`config.mk`:
```
export PLATFORM = sky130hd
export DESIGN_NAME = ufc_top
export DESIGN_NICKNAME = d
export VERILOG_FILES = /design/src/ufc_pkg.sv /design/src/ufc_mem.sv /design/src/ufc_top.sv
export SDC_FILE = /design/constraint.sdc
export NUM_CORES = 1
export LEC_CHECK = 0
export ABC_AREA = 1
export BUFFER_PORTS_ARGS = -buffer_cell sky130_fd_sc_hd__clkbuf_2
export CORE_MARGIN = 2
export CORE_UTILIZATION = 62
export DETAILED_ROUTE_END_ITERATION = 8
export GPL_TIMING_DRIVEN = 0
export PLACE_DENSITY = 0.79
export RECOVER_POWER = 25
export SYNTH_ARGS = -nofsm -noshare
export SYNTH_HDL_FRONTEND = slang
export SYNTH_SLANG_ARGS = --single-unit
```
`constraint.sdc`:
```
create_clock -name clk_i -period 3.6 [get_ports clk_i]
set_input_delay 0.72 -clock clk_i [delete_from_list [all_inputs] [get_ports clk_i]]
set_output_delay 0.72 -clock clk_i [all_outputs]
set_load 0.05 [all_outputs]
```
`src/ufc_pkg.sv`:
```
`default_nettype none
// ============================================================
// Shared constants and types of the serial port slice
package ufc_pkg;
    // ============================================================
    // Register offsets
    localparam logic [7:0] OFS_FMT = 8'h00;
    localparam logic [7:0] OFS_CTL = 8'h04;
    localparam logic [7:0] OFS_TXD = 8'h08;
    localparam logic [7:0] OFS_STS = 8'h0C;
    localparam logic [7:0] OFS_RXD = 8'h10;
    localparam logic [7:0] OFS_MSK = 8'h14;
    localparam logic [7:0] OFS_BRR = 8'h18;
    // ============================================================
    // Field positions
    localparam int FMT_STOP = 3;
    localparam int FMT_RSVD = 2;
    localparam int FMT_CKS_HI = 1;
    localparam int FMT_CKS_LO = 0;
    localparam int CTL_TX_IRQ_EN = 7;
    localparam int CTL_TE = 5;
    localparam int CTL_RE = 4;
    localparam int STS_TX_LOW = 0;
    localparam int STS_RDONE = 1;
    localparam int STS_FERR = 2;
    localparam int STS_W = 3;
    // ============================================================
    // Reset values
    localparam logic [1:0] RST_CKS = 2'h0;
    localparam logic [7:0] RST_BRR = 8'h0F;
    localparam logic [STS_W-1:0] RST_STS = 3'h0;
    // ============================================================
    // Prescaler terminal counts: divide by 1, 4, 16, 64
    localparam logic [5:0] PRE_LAST_1 = 6'h00;
    localparam logic [5:0] PRE_LAST_4 = 6'h03;
    localparam logic [5:0] PRE_LAST_16 = 6'h0F;
    localparam logic [5:0] PRE_LAST_64 = 6'h3F;
    // ============================================================
    // Transmit FIFO geometry
    localparam int DATA_W = 8;
    localparam int PTR_W = 4;
    localparam int CNT_W = 5;
    localparam logic [CNT_W-1:0] FIFO_FULL = 5'h10;
    localparam logic [CNT_W-1:0] TX_TRIG = 5'h08;
    localparam logic [2:0] LAST_BIT = 3'h7;

    // Register port request
    typedef struct packed {
        logic wr;
        logic rd;
        logic [7:0] addr;
        logic [7:0] wdata;
    } ufc_bus_t;

    // Gray coded along idle, load, start, data, stop, stop
    typedef enum logic [2:0] {
        TX_IDLE = 3'h0,
        TX_LOAD = 3'h1,
        TX_START = 3'h3,
        TX_DATA = 3'h2,
        TX_STOP1 = 3'h6,
        TX_STOP2 = 3'h7
    } ufc_tx_st_t;

    typedef enum logic [1:0] {
        RX_IDLE = 2'h0,
        RX_START = 2'h1,
        RX_DATA = 2'h3,
        RX_STOP = 2'h2
    } ufc_rx_st_t;

    // Prescaler terminal count for a clock-select code
    function automatic logic [5:0] ufc_pre_last(input logic [1:0] cks);
        case (cks)
            2'h0: return PRE_LAST_1;
            2'h1: return PRE_LAST_4;
            2'h2: return PRE_LAST_16;
            default: return PRE_LAST_64;
        endcase
    endfunction
endpackage
`default_nettype wire

```
`src/ufc_mem.sv`:
```
`timescale 1ns/1ps
`default_nettype none
// ============================================================
// Transmit FIFO storage, registered read data
module ufc_mem (
    input wire logic clk_i,
    input wire logic reset_n_i,
    input wire logic we_i,
    input wire logic [ufc_pkg::PTR_W-1:0] waddr_i,
    input wire logic [ufc_pkg::DATA_W-1:0] wdata_i,
    input wire logic re_i,
    input wire logic [ufc_pkg::PTR_W-1:0] raddr_i,
    output logic [ufc_pkg::DATA_W-1:0] rdata_o
);
    import ufc_pkg::*;

    typedef struct packed {
        logic [(1<<PTR_W)-1:0][DATA_W-1:0] mem;
        logic [DATA_W-1:0] rdata;
    } ufc_mem_st_t;

    ufc_mem_st_t m_q;
    ufc_mem_st_t m_d;

    // Write and read ports
    always_comb begin
        m_d = m_q;
        if (we_i) begin
            m_d.mem[waddr_i] = wdata_i;
        end
        if (re_i) begin
            m_d.rdata = m_q.mem[raddr_i];
        end
    end

    always_ff @(posedge clk_i) begin
        if (!reset_n_i) begin
            m_q <= '0;
        end else begin
            m_q <= m_d;
        end
    end

    assign rdata_o = m_q.rdata;
endmodule
`default_nettype wire

```
`src/ufc_top.sv`:
```
`timescale 1ns/1ps
`default_nettype none
module ufc_top (
    input wire logic clk_i,
    input wire logic reset_n_i,
    input wire ufc_pkg::ufc_bus_t bus_i,
    output logic [7:0] rdata_o,
    input wire logic rxd_i,
    output logic txd_o,
    output logic tx_fifo_low_irq_o,
    output logic irq_o
);
    import ufc_pkg::*;

    // ============================================================
    // State
    typedef struct packed {
        logic [7:0] rdata;
        logic txd;
        logic tx_low_irq;
        logic irq;
        logic stop2;
        logic [1:0] cks;
        logic tx_irq_en;
        logic te;
        logic re;
        logic [7:0] brr;
        logic [STS_W-1:0] sts;
        logic [STS_W-1:0] msk;
        logic [5:0] pre_cnt;
        logic pre_en;
        ufc_tx_st_t tx_st;
        logic [7:0] tx_sh;
        logic [2:0] tx_bit;
        logic [7:0] tx_cnt;
        logic [PTR_W-1:0] wptr;
        logic [PTR_W-1:0] rptr;
        logic [CNT_W-1:0] count;
        ufc_rx_st_t rx_st;
        logic [7:0] rx_sh;
        logic [2:0] rx_bit;
        logic [7:0] rx_cnt;
        logic [7:0] rx_data;
    } ufc_state_t;

    ufc_state_t s_q;
    ufc_state_t s_d;
    logic push;
    logic pop;
    logic tx_tick;
    logic rx_tick;
    logic rx_half;
    logic [DATA_W-1:0] mem_rdata;

    // ============================================================
    // Baud ticks: one prescaled period per count, brr+1 per bit
    assign tx_tick = s_q.pre_en && (s_q.tx_cnt == s_q.brr);
    assign rx_tick = s_q.pre_en && (s_q.rx_cnt == s_q.brr);
    assign rx_half = s_q.pre_en && (s_q.rx_cnt == {1'b0, s_q.brr[7:1]});

    // ============================================================
    // Next state
    always_comb begin
        s_d = s_q;
        push = 1'b0;
        pop = 1'b0;

        // Prescaler; >= keeps it sane when the select shrinks mid-count
        s_d.pre_en = 1'b0;
        if (s_q.pre_cnt >= ufc_pre_last(s_q.cks)) begin
            s_d.pre_cnt = 6'h00;
            s_d.pre_en = 1'b1;
        end else begin
            s_d.pre_cnt = s_q.pre_cnt + 6'h01;
        end

        // Register writes, accepted whatever the line is doing
        if (bus_i.wr) begin
            case (bus_i.addr)
                OFS_FMT: begin
                    s_d.stop2 = bus_i.wdata[FMT_STOP];
                    s_d.cks = bus_i.wdata[FMT_CKS_HI:FMT_CKS_LO];
                end
                OFS_CTL: begin
                    s_d.tx_irq_en = bus_i.wdata[CTL_TX_IRQ_EN];
                    s_d.te = bus_i.wdata[CTL_TE];
                    s_d.re = bus_i.wdata[CTL_RE];
                end
                OFS_TXD: begin
                    // Full FIFO drops the byte silently
                    push = (s_q.count != FIFO_FULL);
                end
                OFS_STS: s_d.sts = s_q.sts & ~bus_i.wdata[STS_W-1:0];
                OFS_MSK: s_d.msk = bus_i.wdata[STS_W-1:0];
                OFS_BRR: s_d.brr = bus_i.wdata;
                default: ;
            endcase
        end
        if (push) begin
            s_d.wptr = s_q.wptr + 4'h1;
        end

        // Register reads, data valid in the next cycle only
        s_d.rdata = 8'h00;
        if (bus_i.rd) begin
            case (bus_i.addr)
                OFS_FMT: begin
                    s_d.rdata[FMT_STOP] = s_q.stop2;
                    s_d.rdata[FMT_RSVD] = 1'b0;
                    s_d.rdata[FMT_CKS_HI:FMT_CKS_LO] = s_q.cks;
                end
                OFS_CTL: begin
                    s_d.rdata[CTL_TX_IRQ_EN] = s_q.tx_irq_en;
                    s_d.rdata[CTL_TE] = s_q.te;
                    s_d.rdata[CTL_RE] = s_q.re;
                end
                OFS_STS: s_d.rdata[STS_W-1:0] = s_q.sts;
                OFS_RXD: s_d.rdata = s_q.rx_data;
                OFS_MSK: s_d.rdata[STS_W-1:0] = s_q.msk;
                OFS_BRR: s_d.rdata = s_q.brr;
                default: s_d.rdata = 8'h00;
            endcase
        end

        // Transmitter
        if (s_q.pre_en) begin
            s_d.tx_cnt = tx_tick ? 8'h00 : s_q.tx_cnt + 8'h01;
        end
        case (s_q.tx_st)
            TX_IDLE: begin
                s_d.txd = 1'b1;
                if (s_q.te && (s_q.count != '0)) begin
                    pop = 1'b1;
                    s_d.rptr = s_q.rptr + 4'h1;
                    s_d.tx_st = TX_LOAD;
                end
            end
            TX_LOAD: begin
                // Memory read data arrive one cycle after the pop
                s_d.tx_sh = mem_rdata;
                s_d.tx_cnt = 8'h00;
                s_d.tx_bit = 3'h0;
                s_d.txd = 1'b0;
                s_d.tx_st = TX_START;
            end
            TX_START: begin
                if (tx_tick) begin
                    s_d.txd = s_q.tx_sh[0];
                    s_d.tx_sh = {1'b0, s_q.tx_sh[7:1]};
                    s_d.tx_st = TX_DATA;
                end
            end
            TX_DATA: begin
                if (tx_tick) begin
                    if (s_q.tx_bit == LAST_BIT) begin
                        s_d.txd = 1'b1;
                        s_d.tx_st = TX_STOP1;
                    end else begin
                        s_d.txd = s_q.tx_sh[0];
                        s_d.tx_sh = {1'b0, s_q.tx_sh[7:1]};
                        s_d.tx_bit = s_q.tx_bit + 3'h1;
                    end
                end
            end
            TX_STOP1: begin
                s_d.txd = 1'b1;
                if (tx_tick) begin
                    s_d.tx_st = s_q.stop2 ? TX_STOP2 : TX_IDLE;
                end
            end
            TX_STOP2: begin
                s_d.txd = 1'b1;
                if (tx_tick) begin
                    s_d.tx_st = TX_IDLE;
                end
            end
            default: begin
                s_d.txd = 1'b1;
                s_d.tx_st = TX_IDLE;
            end
        endcase
        s_d.count = s_q.count + {4'h0, push} - {4'h0, pop};

        // Receiver; stop setting is deliberately ignored here
        if (s_q.pre_en) begin
            s_d.rx_cnt = rx_tick ? 8'h00 : s_q.rx_cnt + 8'h01;
        end
        case (s_q.rx_st)
            RX_IDLE: begin
                // A low second stop bit lands here as a start bit
                if (s_q.re && !rxd_i) begin
                    s_d.rx_cnt = 8'h00;
                    s_d.rx_st = RX_START;
                end
            end
            RX_START: begin
                if (rx_half) begin
                    s_d.rx_cnt = 8'h00;
                    s_d.rx_bit = 3'h0;
                    s_d.rx_st = rxd_i ? RX_IDLE : RX_DATA;
                end
            end
            RX_DATA: begin
                if (rx_tick) begin
                    s_d.rx_sh = {rxd_i, s_q.rx_sh[7:1]};
                    s_d.rx_bit = s_q.rx_bit + 3'h1;
                    if (s_q.rx_bit == LAST_BIT) begin
                        s_d.rx_st = RX_STOP;
                    end
                end
            end
            RX_STOP: begin
                if (rx_tick) begin
                    if (rxd_i) begin
                        s_d.rx_data = s_q.rx_sh;
                        s_d.sts[STS_RDONE] = 1'b1;
                    end else begin
                        s_d.sts[STS_FERR] = 1'b1;
                    end
                    s_d.rx_st = RX_IDLE;
                end
            end
            default: s_d.rx_st = RX_IDLE;
        endcase

        // FIFO-low flag; set after the clear so a same-cycle event wins
        if (pop && (s_d.count < TX_TRIG)) begin
            s_d.sts[STS_TX_LOW] = 1'b1;
        end

        // Interrupt outputs from the next state so they track the flags
        s_d.tx_low_irq = s_d.tx_irq_en && s_d.sts[STS_TX_LOW];
        s_d.irq = |(s_d.sts & s_d.msk);
    end

    // ============================================================
    // State register
    always_ff @(posedge clk_i) begin
        if (!reset_n_i) begin
            s_q <= '0;
            s_q.txd <= 1'b1;
            s_q.cks <= RST_CKS;
            s_q.brr <= RST_BRR;
            s_q.sts <= RST_STS;
            s_q.tx_st <= TX_IDLE;
            s_q.rx_st <= RX_IDLE;
        end else begin
            s_q <= s_d;
        end
    end

    ufc_mem u_mem (
        .clk_i(clk_i),
        .reset_n_i(reset_n_i),
        .we_i(push),
        .waddr_i(s_q.wptr),
        .wdata_i(bus_i.wdata),
        .re_i(pop),
        .raddr_i(s_q.rptr),
        .rdata_o(mem_rdata)
    );

    assign rdata_o = s_q.rdata;
    assign txd_o = s_q.txd;
    assign tx_fifo_low_irq_o = s_q.tx_low_irq;
    assign irq_o = s_q.irq;
endmodule
`default_nettype wire

```
==> results.md, run 1 <==
• 13 — largest net degree at the start of global routing
• 3.38 ns — final period demand of the worst path
• 6 — detailed-routing iteration count for the pre-antenna-repair pass
• 3 — Longest Clk Path Bufs
• clkbuf_2 > nor2_2 > nand3_2 > nor2_1 > nand3_4 > buf_6 > ha_1 > inv_1 > ha_1 > inv_1 > fa_1 > nor2_1 > o21bai_1 > nand2_1 > xor2_1 > nand3_1 > nand2_1 > inv_1 > nor3_1 — list of cells traversed by the critical path
• 25 — TritonCTS Buffers
• 0 — final setup vio count
• 0 — EDFF count, synth
• 0 — hold violation count in the final report
• 7.32 um2 — Synth Area per Inst
• 24,000 um — half-perimeter wire length after placement
• 9,784 — number of global-route vias before repair
• 42.3% — sequential area share after synthesis
• 93.9% — share of the clock period used by the worst path
• 32 — io pins
• 0.296 GHz — Peak Freq
• flop to flop — worst hold-check path type
• 33,200 um — post-detailed-routing wire length
• 1,639 — fin nets
• 0 — count of unresolved DRC violations after routing
• 1.05 — global placement routability congestion
• 1,537 — post-synthesis cell count
• 34.0% — Rel. slew slack
• 139 um — horizontal die dimension
• 68.8% — post-layout utilization of the core
• 0.451 mV — maximum ir drop on the vdd rail
• 49 — number of rows in the core area
• u_mem.m_q[46]$_SDFFE_PN0P_ — start point of the worst min-delay path
• 139 um — Die Y-Extent
• 18.1 um — detail-routed net length per standard cell
• 0 — final max-slew violation count
• 1,100 — DR iter-0 viols
• no — RSZ-0062 raised after global routing
• 0 ns — post-route setup TNS
• 10,800 — total via count in the routed design
• 10 — Worst Path Max Fanout
• 0 — gr ovfl total
• 9.47% — layout overhead on the synthesized area
• 1,795 — placed cells
• 238 x sky130_fd_sc_hd__dfxtp_1, 234 x sky130_fd_sc_hd__a21oi_1, 208 x sky130_fd_sc_hd__o21ai_0, 197 x sky130_fd_sc_hd__inv_1, 171 x sky130_fd_sc_hd__nand2_1 — most frequent cells in the layout
• finished clean — outcome
• 1,569 — number of fillers in the final layout
• input pin to flop — Worst Path Class, Setup
• 29 — number of I/O port buffers
• 3.81 ns — arrival time at the worst endpoint
• 0.0100 ns — Fin Clk Skew
• 41.7% — fraction of power consumed by the clock network
• sky130_fd_sc_hd__dfxtp_1 — main flop type after synthesis
• 1 — H-tree level count
• 238 — synthesized flop and latch total
• 0.444 ns — Fin Hold WS
• 0.00518 mm2 — multi-input logic area
• 0.06 ns — CTS clk-pin slew, worst paths
• 0.39 ns — largest stage delay on the critical path
• flop — nature of the critical path endpoint
• 4270 uW — cell internal pwr
• 238 — total number of clock tree sinks
• s_q[31]$_SDFF_PN0_ — launch instance of the worst register-to-register path
• 1570 uW — switching power of the nets
• 0.00470 uW — leakage component of the power
• bus_i[15] — Critical Path Start
• 33.3% — GRT Total Usage
• 474 mW/mm2 — power density over the cells
• 47 — post-synthesis cell type count
• 0.983 ns — actual transition at the worst max-transition pin
• 0 — number of antenna violations at the first check in global routing
• done — clock tree from TritonCTS
• 47.0% — share of total power in sequential cells
• 4.03 ns — CP Data Required Time
• 26.8% — net switching share of the total power
• 0% — fraction of registers with async set or reset after synthesis
• 0.0193 mm2 — Die ar.
• 7.53% — ratio of cells with drive above 1 in the final layout
• 0 — Ys Warns
• 0.52 ns — source-to-sink clock delay at the later pin of the worst-skew pair
• sky130_fd_sc_hd__inv_1 — cell seen most often among critical-path stages
• input pin — launching element type of the critical path
• 0 — total of max-cap violations
• 62.9% — starting utilization of the core area
• 51,700 um — first-pass GRT wire length
• 5840 uW — Overall Power
• 0.0179 mm2 — Core Region
• 0 — Diodes inserted
• 5.90 — routed via count divided by cell count
• 1,583 — synthesized netlist net count
• sky130_fd_sc_hd__clkbuf_16 — clock root buffer master
• 0 — DRT antenna net count
• 1,836 — Layout Cells excl Fill
• 0.00476 mm2 — area taken by flip-flops and latches
• 0 — CTS Hold Bufs
• sky130_fd_sc_hd__fa_1 — crit path max-delay cell type
• sky130_fd_sc_hd__dfxtp_1 — most frequent standard cell in the layout excluding fill and tap cells
• 11.3% — combinational share of power
• 0.0113 mm2 — post-synthesis cell area
## worst max-delay path: cells and delay by family
kind	cells	cell delay [ns]
AOI/OAI and AO/OA	1	0.10
buffers and inverters	5	0.44
adders and majority gates	3	0.83
xor gates and xnor gates	1	0.19
and+or+nand+nor	9	1.52
## power by group through the flow
stage               sequential (uW)  combinational, uW  clock (uW)
floorplan                      2800                475           0
global placement               2800                637           0
detailed placement             2800                651           0
CTS                            2740                656        2450
global route                   2750                738        2540
finish                         2740                657        2440
## area by class of cell
type / instances / share of cell area, %
inverters: 211 / 6.43
clock buffers: 39 / 5.99
plain buffers: 89 / 3.38
repair buffers: 29 / 1.07
multi-input cells: 999 / 42.1
flip-flops and latches: 238 / 38.7
well taps: 229 / 2.32
clock inverters: 2 / 0.0812
## per-stage QoR
step	setup WS [ns]	cell area, um2
floorplan	0.618	11300
global placement	-0.126	11700
detailed placement	-0.137	11700
CTS	0.194	12400
global route	0.0296	12300
finish	0.221	12300
## worst paths after layout
path                            slack, ns                           end  cells after the start
worst max-delay path                 0.22  tx_fifo_low_irq_o$_SDFF_PN0_                     19
worst min-delay path                 0.44    u_mem.m_q[46]$_SDFFE_PN0P_                      2
worst max register to register       0.22  tx_fifo_low_irq_o$_SDFF_PN0_                     19
worst min register to register       0.44    u_mem.m_q[46]$_SDFFE_PN0P_                      2
## cells in the mapped netlist (3+ instances only)
master | n | area share (%)
sky130_fd_sc_hd__o22ai_1 | 5 | 0.28
sky130_fd_sc_hd__nor3_1 | 10 | 0.44
sky130_fd_sc_hd__a211oi_1 | 5 | 0.33
sky130_fd_sc_hd__o21ai_0 | 208 | 9.2
sky130_fd_sc_hd__buf_6 | 6 | 0.60
sky130_fd_sc_hd__ha_1 | 24 | 2.7
sky130_fd_sc_hd__inv_1 | 196 | 6.5
sky130_fd_sc_hd__clkbuf_1 | 54 | 1.8
sky130_fd_sc_hd__xnor2_1 | 4 | 0.31
sky130_fd_sc_hd__nor2_2 | 7 | 0.39
sky130_fd_sc_hd__nand3_1 | 88 | 3.9
sky130_fd_sc_hd__buf_4 | 11 | 0.73
sky130_fd_sc_hd__nand3b_1 | 6 | 0.40
sky130_fd_sc_hd__nor2_4 | 10 | 1.0
sky130_fd_sc_hd__nand4_1 | 12 | 0.67
sky130_fd_sc_hd__a31oi_1 | 4 | 0.22
sky130_fd_sc_hd__buf_2 | 16 | 0.71
sky130_fd_sc_hd__o221ai_1 | 5 | 0.39
sky130_fd_sc_hd__nand2_1 | 168 | 5.6
sky130_fd_sc_hd__xor2_1 | 11 | 0.86
sky130_fd_sc_hd__a21oi_1 | 234 | 10
sky130_fd_sc_hd__nor2_1 | 114 | 3.8
sky130_fd_sc_hd__nand2_2 | 10 | 0.56
sky130_fd_sc_hd__dfxtp_1 | 238 | 42
sky130_fd_sc_hd__nand3_2 | 3 | 0.27
sky130_fd_sc_hd__a211oi_2 | 7 | 0.78
sky130_fd_sc_hd__o21ai_1 | 26 | 1.2
sky130_fd_sc_hd__o211ai_1 | 17 | 1.1
sky130_fd_sc_hd__inv_2 | 13 | 0.43
## per-layer routing
| layer | vias up | track usage [%] | wire length (um) |
|---|---|---|---|
| met4 | 0 | 11.6 | 1190 |
| li1 | 5227 | - | - |
| met5 | - | 0 | 0 |
| met1 | 5029 | 47.2 | 14400 |
| met2 | 494 | 51.7 | 14300 |
| met3 | 82 | 5.84 | 3270 |
## cells by family after synthesis
group           after synthesis  share of synthesized area, %
compound gates              520                          24.6
buf+inv                     300                          10.9
fa+ha+maj                    25                          2.85
xor+xnor                     15                          1.17
simple gates                439                          18.1
flops                       238                          42.3
## what timing repair did
action	CTS	global route
resized for setup	1	2
buffers inserted	0	0
endpoints found under the setup margin	1	1
## sequential cells by signal, indices dropped and copies added, names as in the netlist
register	count
irq_o	1
rdata_o	8
s_q	91
tx_fifo_low_irq_o	1
txd_o	1
u_mem.m_q	128
u_mem.rdata_o	8
No activity file was read; power rests on OpenSTA's default activity.
==> run 2, diff against run 1 <==
--- a/config.mk
+++ b/config.mk
@@ -8,10 +8,11 @@
 export ABC_AREA = 1
 export BUFFER_PORTS_ARGS = -buffer_cell sky130_fd_sc_hd__clkbuf_2
 export CORE_MARGIN = 2
-export CORE_UTILIZATION = 62
+export CORE_UTILIZATION = 65
+export CTS_BUF_LIST = sky130_fd_sc_hd__clkbuf_4 sky130_fd_sc_hd__clkbuf_8
 export DETAILED_ROUTE_END_ITERATION = 8
 export GPL_TIMING_DRIVEN = 0
-export PLACE_DENSITY = 0.79
+export PLACE_DENSITY = 0.83
 export RECOVER_POWER = 25
 export SYNTH_ARGS = -nofsm -noshare
 export SYNTH_HDL_FRONTEND = slang
==> results.md, run 2 (synthesis results as in run 1) <==
• finished clean — outcome
• 0 ns — post-route setup TNS
• 92.8% — share of the clock period used by the worst path
• 0 — final max-slew violation count
• 0 — DRT antenna net count
• 0 — number of buffers inserted to repair setup after CTS
• 10,200 — number of global-route vias before repair
• 0.442 ns — Fin Hold WS
• u_mem.m_q[33]$_SDFFE_PN0P_ — Worst Hold Path EP
• 0.00478 uW — leakage component of the power
• sky130_fd_sc_hd__fa_1 — crit path max-delay cell type
• 477 mW/mm2 — power density over the cells
• 993 — DR iter-0 viols
• 0.308 mV — maximum ir drop on the vdd rail
• flop — launching element type of the critical path
• 136 um — horizontal die dimension
• 238 x sky130_fd_sc_hd__dfxtp_1, 234 x sky130_fd_sc_hd__a21oi_1, 209 x sky130_fd_sc_hd__o21ai_0, 197 x sky130_fd_sc_hd__inv_1, 170 x sky130_fd_sc_hd__nand2_1 — most frequent cells in the layout
• 4320 uW — cell internal pwr
• 2 — Hold Path Stages
• 10 — Worst Path Max Fanout
• u_mem.m_q — register bank with the most flops
• u_mem.m_q[33]$_SDFFE_PN0P_ — start point of the worst min-delay path
• 0.0167 ns — Fin Clk Skew
• u_mem.m_q (128), s_q (91) — top flop regs
• tx_fifo_low_irq_o$_SDFF_PN0_ — FF-to-FF End
• 1.02 — global placement routability congestion
• 0.0117 mm2 — Post-Place Cell Area
• 0.0171 mm2 — Core Region
• 0 — count of unresolved DRC violations after routing
• no — RSZ-0062 raised after global routing
• 0 — number of antenna violations at the first check in global routing
• 0 — final setup vio count
• 0 — hold violation count in the final report
• 0.39 ns — largest stage delay on the critical path
• 0.06 ns — CTS clk-pin slew, worst paths
• 33,000 um — post-detailed-routing wire length
• 17.7 um — detail-routed net length per standard cell
• 3 — Longest Clk Path Bufs
• 1,429 — number of fillers in the final layout
• 0.26 ns — register-to-register setup slack
• 0.0184 mm2 — Die ar.
• 32 — io pins
• 3.79 ns — arrival time at the worst endpoint
• 48 — number of rows in the core area
• 19 — worst-case reg-to-reg path depth
• 6 — detailed-routing iteration count for the pre-antenna-repair pass
• s_q[32]$_SDFF_PN0_ — launch instance of the worst register-to-register path
• 128 — flip-flop count of the largest register, all copies and words added
• 4.05 ns — CP Data Required Time
• 2 — H-tree level count
• 0.0124 mm2 — final design area excluding fillers
• 35.8% — GRT Total Usage
• 0 — total of max-cap violations
• sky130_fd_sc_hd__clkbuf_8 — clock root buffer master
• 0.299 GHz — Peak Freq
• 0 — CTS Hold Bufs
• 65.8% — starting utilization of the core area
• flop — nature of the critical path endpoint
• 11 — largest net degree at the start of global routing
• 11.1% — combinational share of power
• 10.2% — layout overhead on the synthesized area
• 1,654 — fin nets
• 42.6% — fraction of power consumed by the clock network
• 9.68% — ratio of cells with drive above 1 in the final layout
• flop to flop — worst hold-check path type
• sky130_fd_sc_hd__inv_1 — cell seen most often among critical-path stages
• flop to flop — Worst Path Class, Setup
• 136 um — Die Y-Extent
• 51,600 um — first-pass GRT wire length
• 35.8% — Rel. slew slack
• 3.34 ns — final period demand of the worst path
• 0.55 ns — source-to-sink clock delay at the later pin of the worst-skew pair
• 0 — gr ovfl total
• 238 — total number of clock tree sinks
• 0.956 ns — actual transition at the worst max-transition pin
• 29 — number of I/O port buffers
• 0 — Diodes inserted
• 1600 uW — switching power of the nets
• inv_1 > ha_1 > nand4_1 > nand2_1 > nor2_1 > clkbuf_2 > ha_1 > inv_1 > ha_1 > inv_1 > fa_1 > nor2_1 > o21bai_1 > nand2_1 > xor2_1 > nand3_1 > nand2_1 > inv_1 > nor3_1 — list of cells traversed by the critical path
• 23,400 um — half-perimeter wire length after placement
• done — clock tree from TritonCTS
• 46.4% — share of total power in sequential cells
• 40 — TritonCTS Buffers
• sky130_fd_sc_hd__dfxtp_1 — most frequent standard cell in the layout excluding fill and tap cells
• 11,000 — total via count in the routed design
• 1,791 — placed cells
• 1,858 — Layout Cells excl Fill
• 5.90 — routed via count divided by cell count
• 27.0% — net switching share of the total power
-- run 2: changes by cell type in the layout (fill, tap and decap cells not counted), sizes merged --
cell / change
clkbuf: +24
buf: +2
-- run 2: critical path: cells and delay by family, from the launching register on --
family | cells | cell delay, ns
simple gates | 8 | 1.09
compound gates | 1 | 0.07
flops | 1 | 0.35
fa+ha+maj | 4 | 1.02
buf+inv | 5 | 0.55
xor+xnor | 1 | 0.18
-- run 2: power groups by stage --
stage	logic, uW	registers [uW]	clock network, uW
5_1_grt	731	2750	2640
3_3_place_gp	631	2800	0
2_1_floorplan	475	2800	0
4_1_cts	653	2740	2510
3_5_place_dp	648	2800	0
6_report	654	2740	2520
-- run 2: worst max-delay path by stage --
stage / start / to / slack, ns / depth (start not counted)
floorplan: bus_i[15] / tx_fifo_low_irq_o$_SDFF_PN0_ / 0.62 / 18
global placement: bus_i[15] / tx_fifo_low_irq_o$_SDFF_PN0_ / 0.09 / 19
detailed placement: bus_i[15] / tx_fifo_low_irq_o$_SDFF_PN0_ / 0.04 / 19
CTS: s_q[32]$_SDFF_PN0_ / tx_fifo_low_irq_o$_SDFF_PN0_ / 0.14 / 19
global route: s_q[32]$_SDFF_PN0_ / tx_fifo_low_irq_o$_SDFF_PN0_ / 0.01 / 19
finish: s_q[32]$_SDFF_PN0_ / tx_fifo_low_irq_o$_SDFF_PN0_ / 0.26 / 19
-- run 2: area by class of cell --
cell class	count	area, um2	area share (%)
plain buffers	89	413	3.33
clock buffers	65	826	6.66
clock inverters	2	10.0	0.0807
inverters	211	792	6.39
multi-input cells	999	5180	41.8
flip-flops and latches	238	4760	38.4
well taps	225	282	2.27
repair buffers	29	133	1.07
-- run 2: routing by layer --
layer / share of wire, % / track usage, %
met5: 0.076 / 0
met3: 10 / 8.27
met1: 40 / 46.4
met2: 45 / 56.8
met4: 4.4 / 16.3
-- run 2: repair_timing --
item	4_1_cts	5_1_grt
endpoints found under the setup margin	0	3
hold endpoints to repair	0	0
resized for setup	0	2
-- run 2: stage by stage --
stage	utilization (%)	total power [uW]	setup slack (ns)
floorplan	-	3280	0.618
finish	72.5	5910	0.258
global route	72.5	6120	0.0136
detailed placement	68.3	3450	0.0407
global placement	68.3	3430	0.0872
CTS	73.2	5900	0.142
==> run 3, diff against run 2 <==
--- a/config.mk
+++ b/config.mk
@@ -7,12 +7,14 @@
 export LEC_CHECK = 0
 export ABC_AREA = 1
 export BUFFER_PORTS_ARGS = -buffer_cell sky130_fd_sc_hd__clkbuf_2
+export CELL_PAD_IN_SITES_DETAIL_PLACEMENT = 2
+export CELL_PAD_IN_SITES_GLOBAL_PLACEMENT = 2
 export CORE_MARGIN = 2
-export CORE_UTILIZATION = 65
+export CORE_UTILIZATION = 38
 export CTS_BUF_LIST = sky130_fd_sc_hd__clkbuf_4 sky130_fd_sc_hd__clkbuf_8
 export DETAILED_ROUTE_END_ITERATION = 8
 export GPL_TIMING_DRIVEN = 0
-export PLACE_DENSITY = 0.83
+export PLACE_DENSITY_LB_ADDON = 0.1
 export RECOVER_POWER = 25
 export SYNTH_ARGS = -nofsm -noshare
 export SYNTH_HDL_FRONTEND = slang
==> results.md, run 3 (synthesis results as in run 1) <==
• finished clean — outcome
• 128 — flip-flop count of the largest register, all copies and words added
• 0.0119 mm2 — Post-Place Cell Area
• 0 ns — post-route setup TNS
• 4460 uW — cell internal pwr
• 43,900 um — post-detailed-routing wire length
• flop — nature of the critical path endpoint
• s_q[31]$_SDFF_PN0_ — Critical Path Start
• 238 x sky130_fd_sc_hd__dfxtp_1, 234 x sky130_fd_sc_hd__a21oi_1, 209 x sky130_fd_sc_hd__o21ai_0, 197 x sky130_fd_sc_hd__inv_1, 170 x sky130_fd_sc_hd__nand2_1 — most frequent cells in the layout
• 28.5% — GRT Total Usage
• 0.00476 mm2 — area taken by flip-flops and latches
• 238 — total number of clock tree sinks
• 0 — number of antenna violations at the first check in global routing
• 176 um — Die Y-Extent
• 1840 um — routed length on met3
• 5.50 — routed via count divided by cell count
• sky130_fd_sc_hd__dfxtp_1 — most frequent standard cell in the layout excluding fill and tap cells
• 92.3% — share of the clock period used by the worst path
• 0.00522 mm2 — multi-input logic area
• 32 — io pins
• 0 — final setup vio count
• 32,000 um — half-perimeter wire length after placement
• 20,500 um — detailed-routing wirelength on met1
• 0.0310 mm2 — Die ar.
• 68,200 um — first-pass GRT wire length
• u_mem.m_q (128), s_q (91) — top flop regs
• 34.4% — Rel. slew slack
• 43.3% — post-layout utilization of the core
• met4 — top routing layer used
• done — clock tree from TritonCTS
• 3 — Longest Clk Path Bufs
• flop — launching element type of the critical path
• 0 — hold violation count in the final report
• 11 — largest net degree at the start of global routing
• 44.3% — fraction of power consumed by the clock network
• 3.78 ns — arrival time at the worst endpoint
• 0 — DRT antenna net count
• 0 — count of unresolved DRC violations after routing
• 176 um — horizontal die dimension
• 0 — final max-slew violation count
• 0.0127 mm2 — final design area excluding fillers
• 4.06 ns — CP Data Required Time
• 0 — gr ovfl total
• 0 — Diodes inserted
• 0.00484 uW — leakage component of the power
• 45 — TritonCTS Buffers
• 4 — detailed-routing iteration count for the pre-antenna-repair pass
• 29 — number of I/O port buffers
• 11,800 — number of global-route vias before repair
• 488 mW/mm2 — power density over the cells
• 1,660 — fin nets
• 38.3% — starting utilization of the core area
• 0 — CTS Hold Bufs
• 0.06 ns — CTS clk-pin slew, worst paths
• sky130_fd_sc_hd__clkbuf_8 — clock root buffer master
• 63 — number of rows in the core area
• 11,200 — total via count in the routed design
• 13.2% — layout overhead on the synthesized area
• 11.5% — combinational share of power
• no — RSZ-0062 raised after global routing
• u_mem.m_q — register bank with the most flops
• 0.0294 mm2 — Core Region
• 6210 uW — Overall Power
• 0.976 ns — actual transition at the worst max-transition pin
• 0.228 mV — maximum ir drop on the vdd rail
• 0.301 GHz — Peak Freq
• 0.878 — global placement routability congestion
• 0.0181 ns — Fin Clk Skew
• u_mem.m_q[42]$_SDFFE_PN0P_ — start point of the worst min-delay path
• 596 — DR iter-0 viols
• 3,537 — number of fillers in the final layout
• 44.2% — share of total power in sequential cells
• 10 — Worst Path Max Fanout
• s_q[31]$_SDFF_PN0_ — launch instance of the worst register-to-register path
• flop to flop — worst hold-check path type
• 0 — total of max-cap violations
• 28.2% — net switching share of the total power
• 1750 uW — switching power of the nets
• 10.4% — ratio of cells with drive above 1 in the final layout
• 2 — H-tree level count
• 3.32 ns — final period demand of the worst path
• flop to flop — Worst Path Class, Setup
• 21.6 um — detail-routed net length per standard cell
• 0.56 ns — source-to-sink clock delay at the later pin of the worst-skew pair
• 20,300 um — met2 wire length
-- run 3: cell types whose count changed in the layout (fill, tap and decap cells not counted), moves of 2 or more --
cell	before	now
sky130_fd_sc_hd__buf_4	10	12
sky130_fd_sc_hd__buf_6	3	5
sky130_fd_sc_hd__clkbuf_2	20	18
sky130_fd_sc_hd__clkbuf_8	54	57
sky130_fd_sc_hd__nor2_1	120	118
sky130_fd_sc_hd__nor2_4	4	6
-- run 3: worst paths after layout --
| kind | endpoint | slack [ns] | cells after the start |
|---|---|---|---|
| setup / recovery | tx_fifo_low_irq_o$_SDFF_PN0_ | 0.28 | 18 |
| hold / removal | u_mem.m_q[42]$_SDFFE_PN0P_ | 0.44 | 2 |
| setup reg to reg | tx_fifo_low_irq_o$_SDFF_PN0_ | 0.28 | 18 |
| hold reg to reg | u_mem.m_q[42]$_SDFFE_PN0P_ | 0.44 | 2 |
-- run 3: area by class of cell --
class / count / share of cell area, %
plain buffers: 89 / 3.38
clock buffers: 67 / 6.75
clock inverters: 5 / 0.412
inverters: 211 / 6.22
multi-input cells: 999 / 40.9
flip-flops and latches: 238 / 37.4
well taps: 390 / 3.83
repair buffers: 30 / 1.09
-- run 3: routing by layer --
metal  GRT usage (%)  vias to the layer above
li1                -                     5281
met1            38.0                     5578
met2            47.3                      209
met3            4.50                       83
met4            8.85                        0
met5               0                        -
-- run 3: worst max-delay path: stages (launching register included) --
cell and delay [ns]:
sky130_fd_sc_hd__dfxtp_1 0.36, sky130_fd_sc_hd__inv_1 0.08, sky130_fd_sc_hd__ha_1 0.23, sky130_fd_sc_hd__nand4_1 0.25, sky130_fd_sc_hd__nand3_4 0.12, sky130_fd_sc_hd__buf_6 0.17, sky130_fd_sc_hd__ha_1 0.29, sky130_fd_sc_hd__inv_1 0.06
sky130_fd_sc_hd__ha_1 0.16, sky130_fd_sc_hd__inv_1 0.06, sky130_fd_sc_hd__fa_1 0.41, sky130_fd_sc_hd__nor2_1 0.15, sky130_fd_sc_hd__o21bai_1 0.08, sky130_fd_sc_hd__nand2_1 0.12, sky130_fd_sc_hd__xor2_2 0.19, sky130_fd_sc_hd__nand3_2 0.14
sky130_fd_sc_hd__nand2_1 0.13, sky130_fd_sc_hd__inv_1 0.08, sky130_fd_sc_hd__nor3_2 0.15
-- run 3: repair_timing --
item	4_1_cts	5_1_grt
resized for setup	1	8
setup endpoints to repair	3	3
pin swaps	0	2
buffers inserted	0	1
-- run 3: power by group through the flow --
stage / registers (uW) / logic (uW) / clock network [uW]
after floorplan: 2800 / 475 / 0
after CTS: 2750 / 723 / 2800
after detailed placement: 2810 / 713 / 0
after global routing: 2760 / 811 / 2940
after global placement: 2800 / 676 / 0
final: 2750 / 714 / 2750
-- run 3: metrics by stage --
step,hold slack (ns),instances,worst slack (ns)
detailed placement,0.436,1956,-0.137
floorplan,0.420,1537,0.618
global route,0.461,2029,0.0659
CTS,0.444,2028,0.0205
global placement,0.430,1956,-0.0783
finish,0.445,2029,0.278
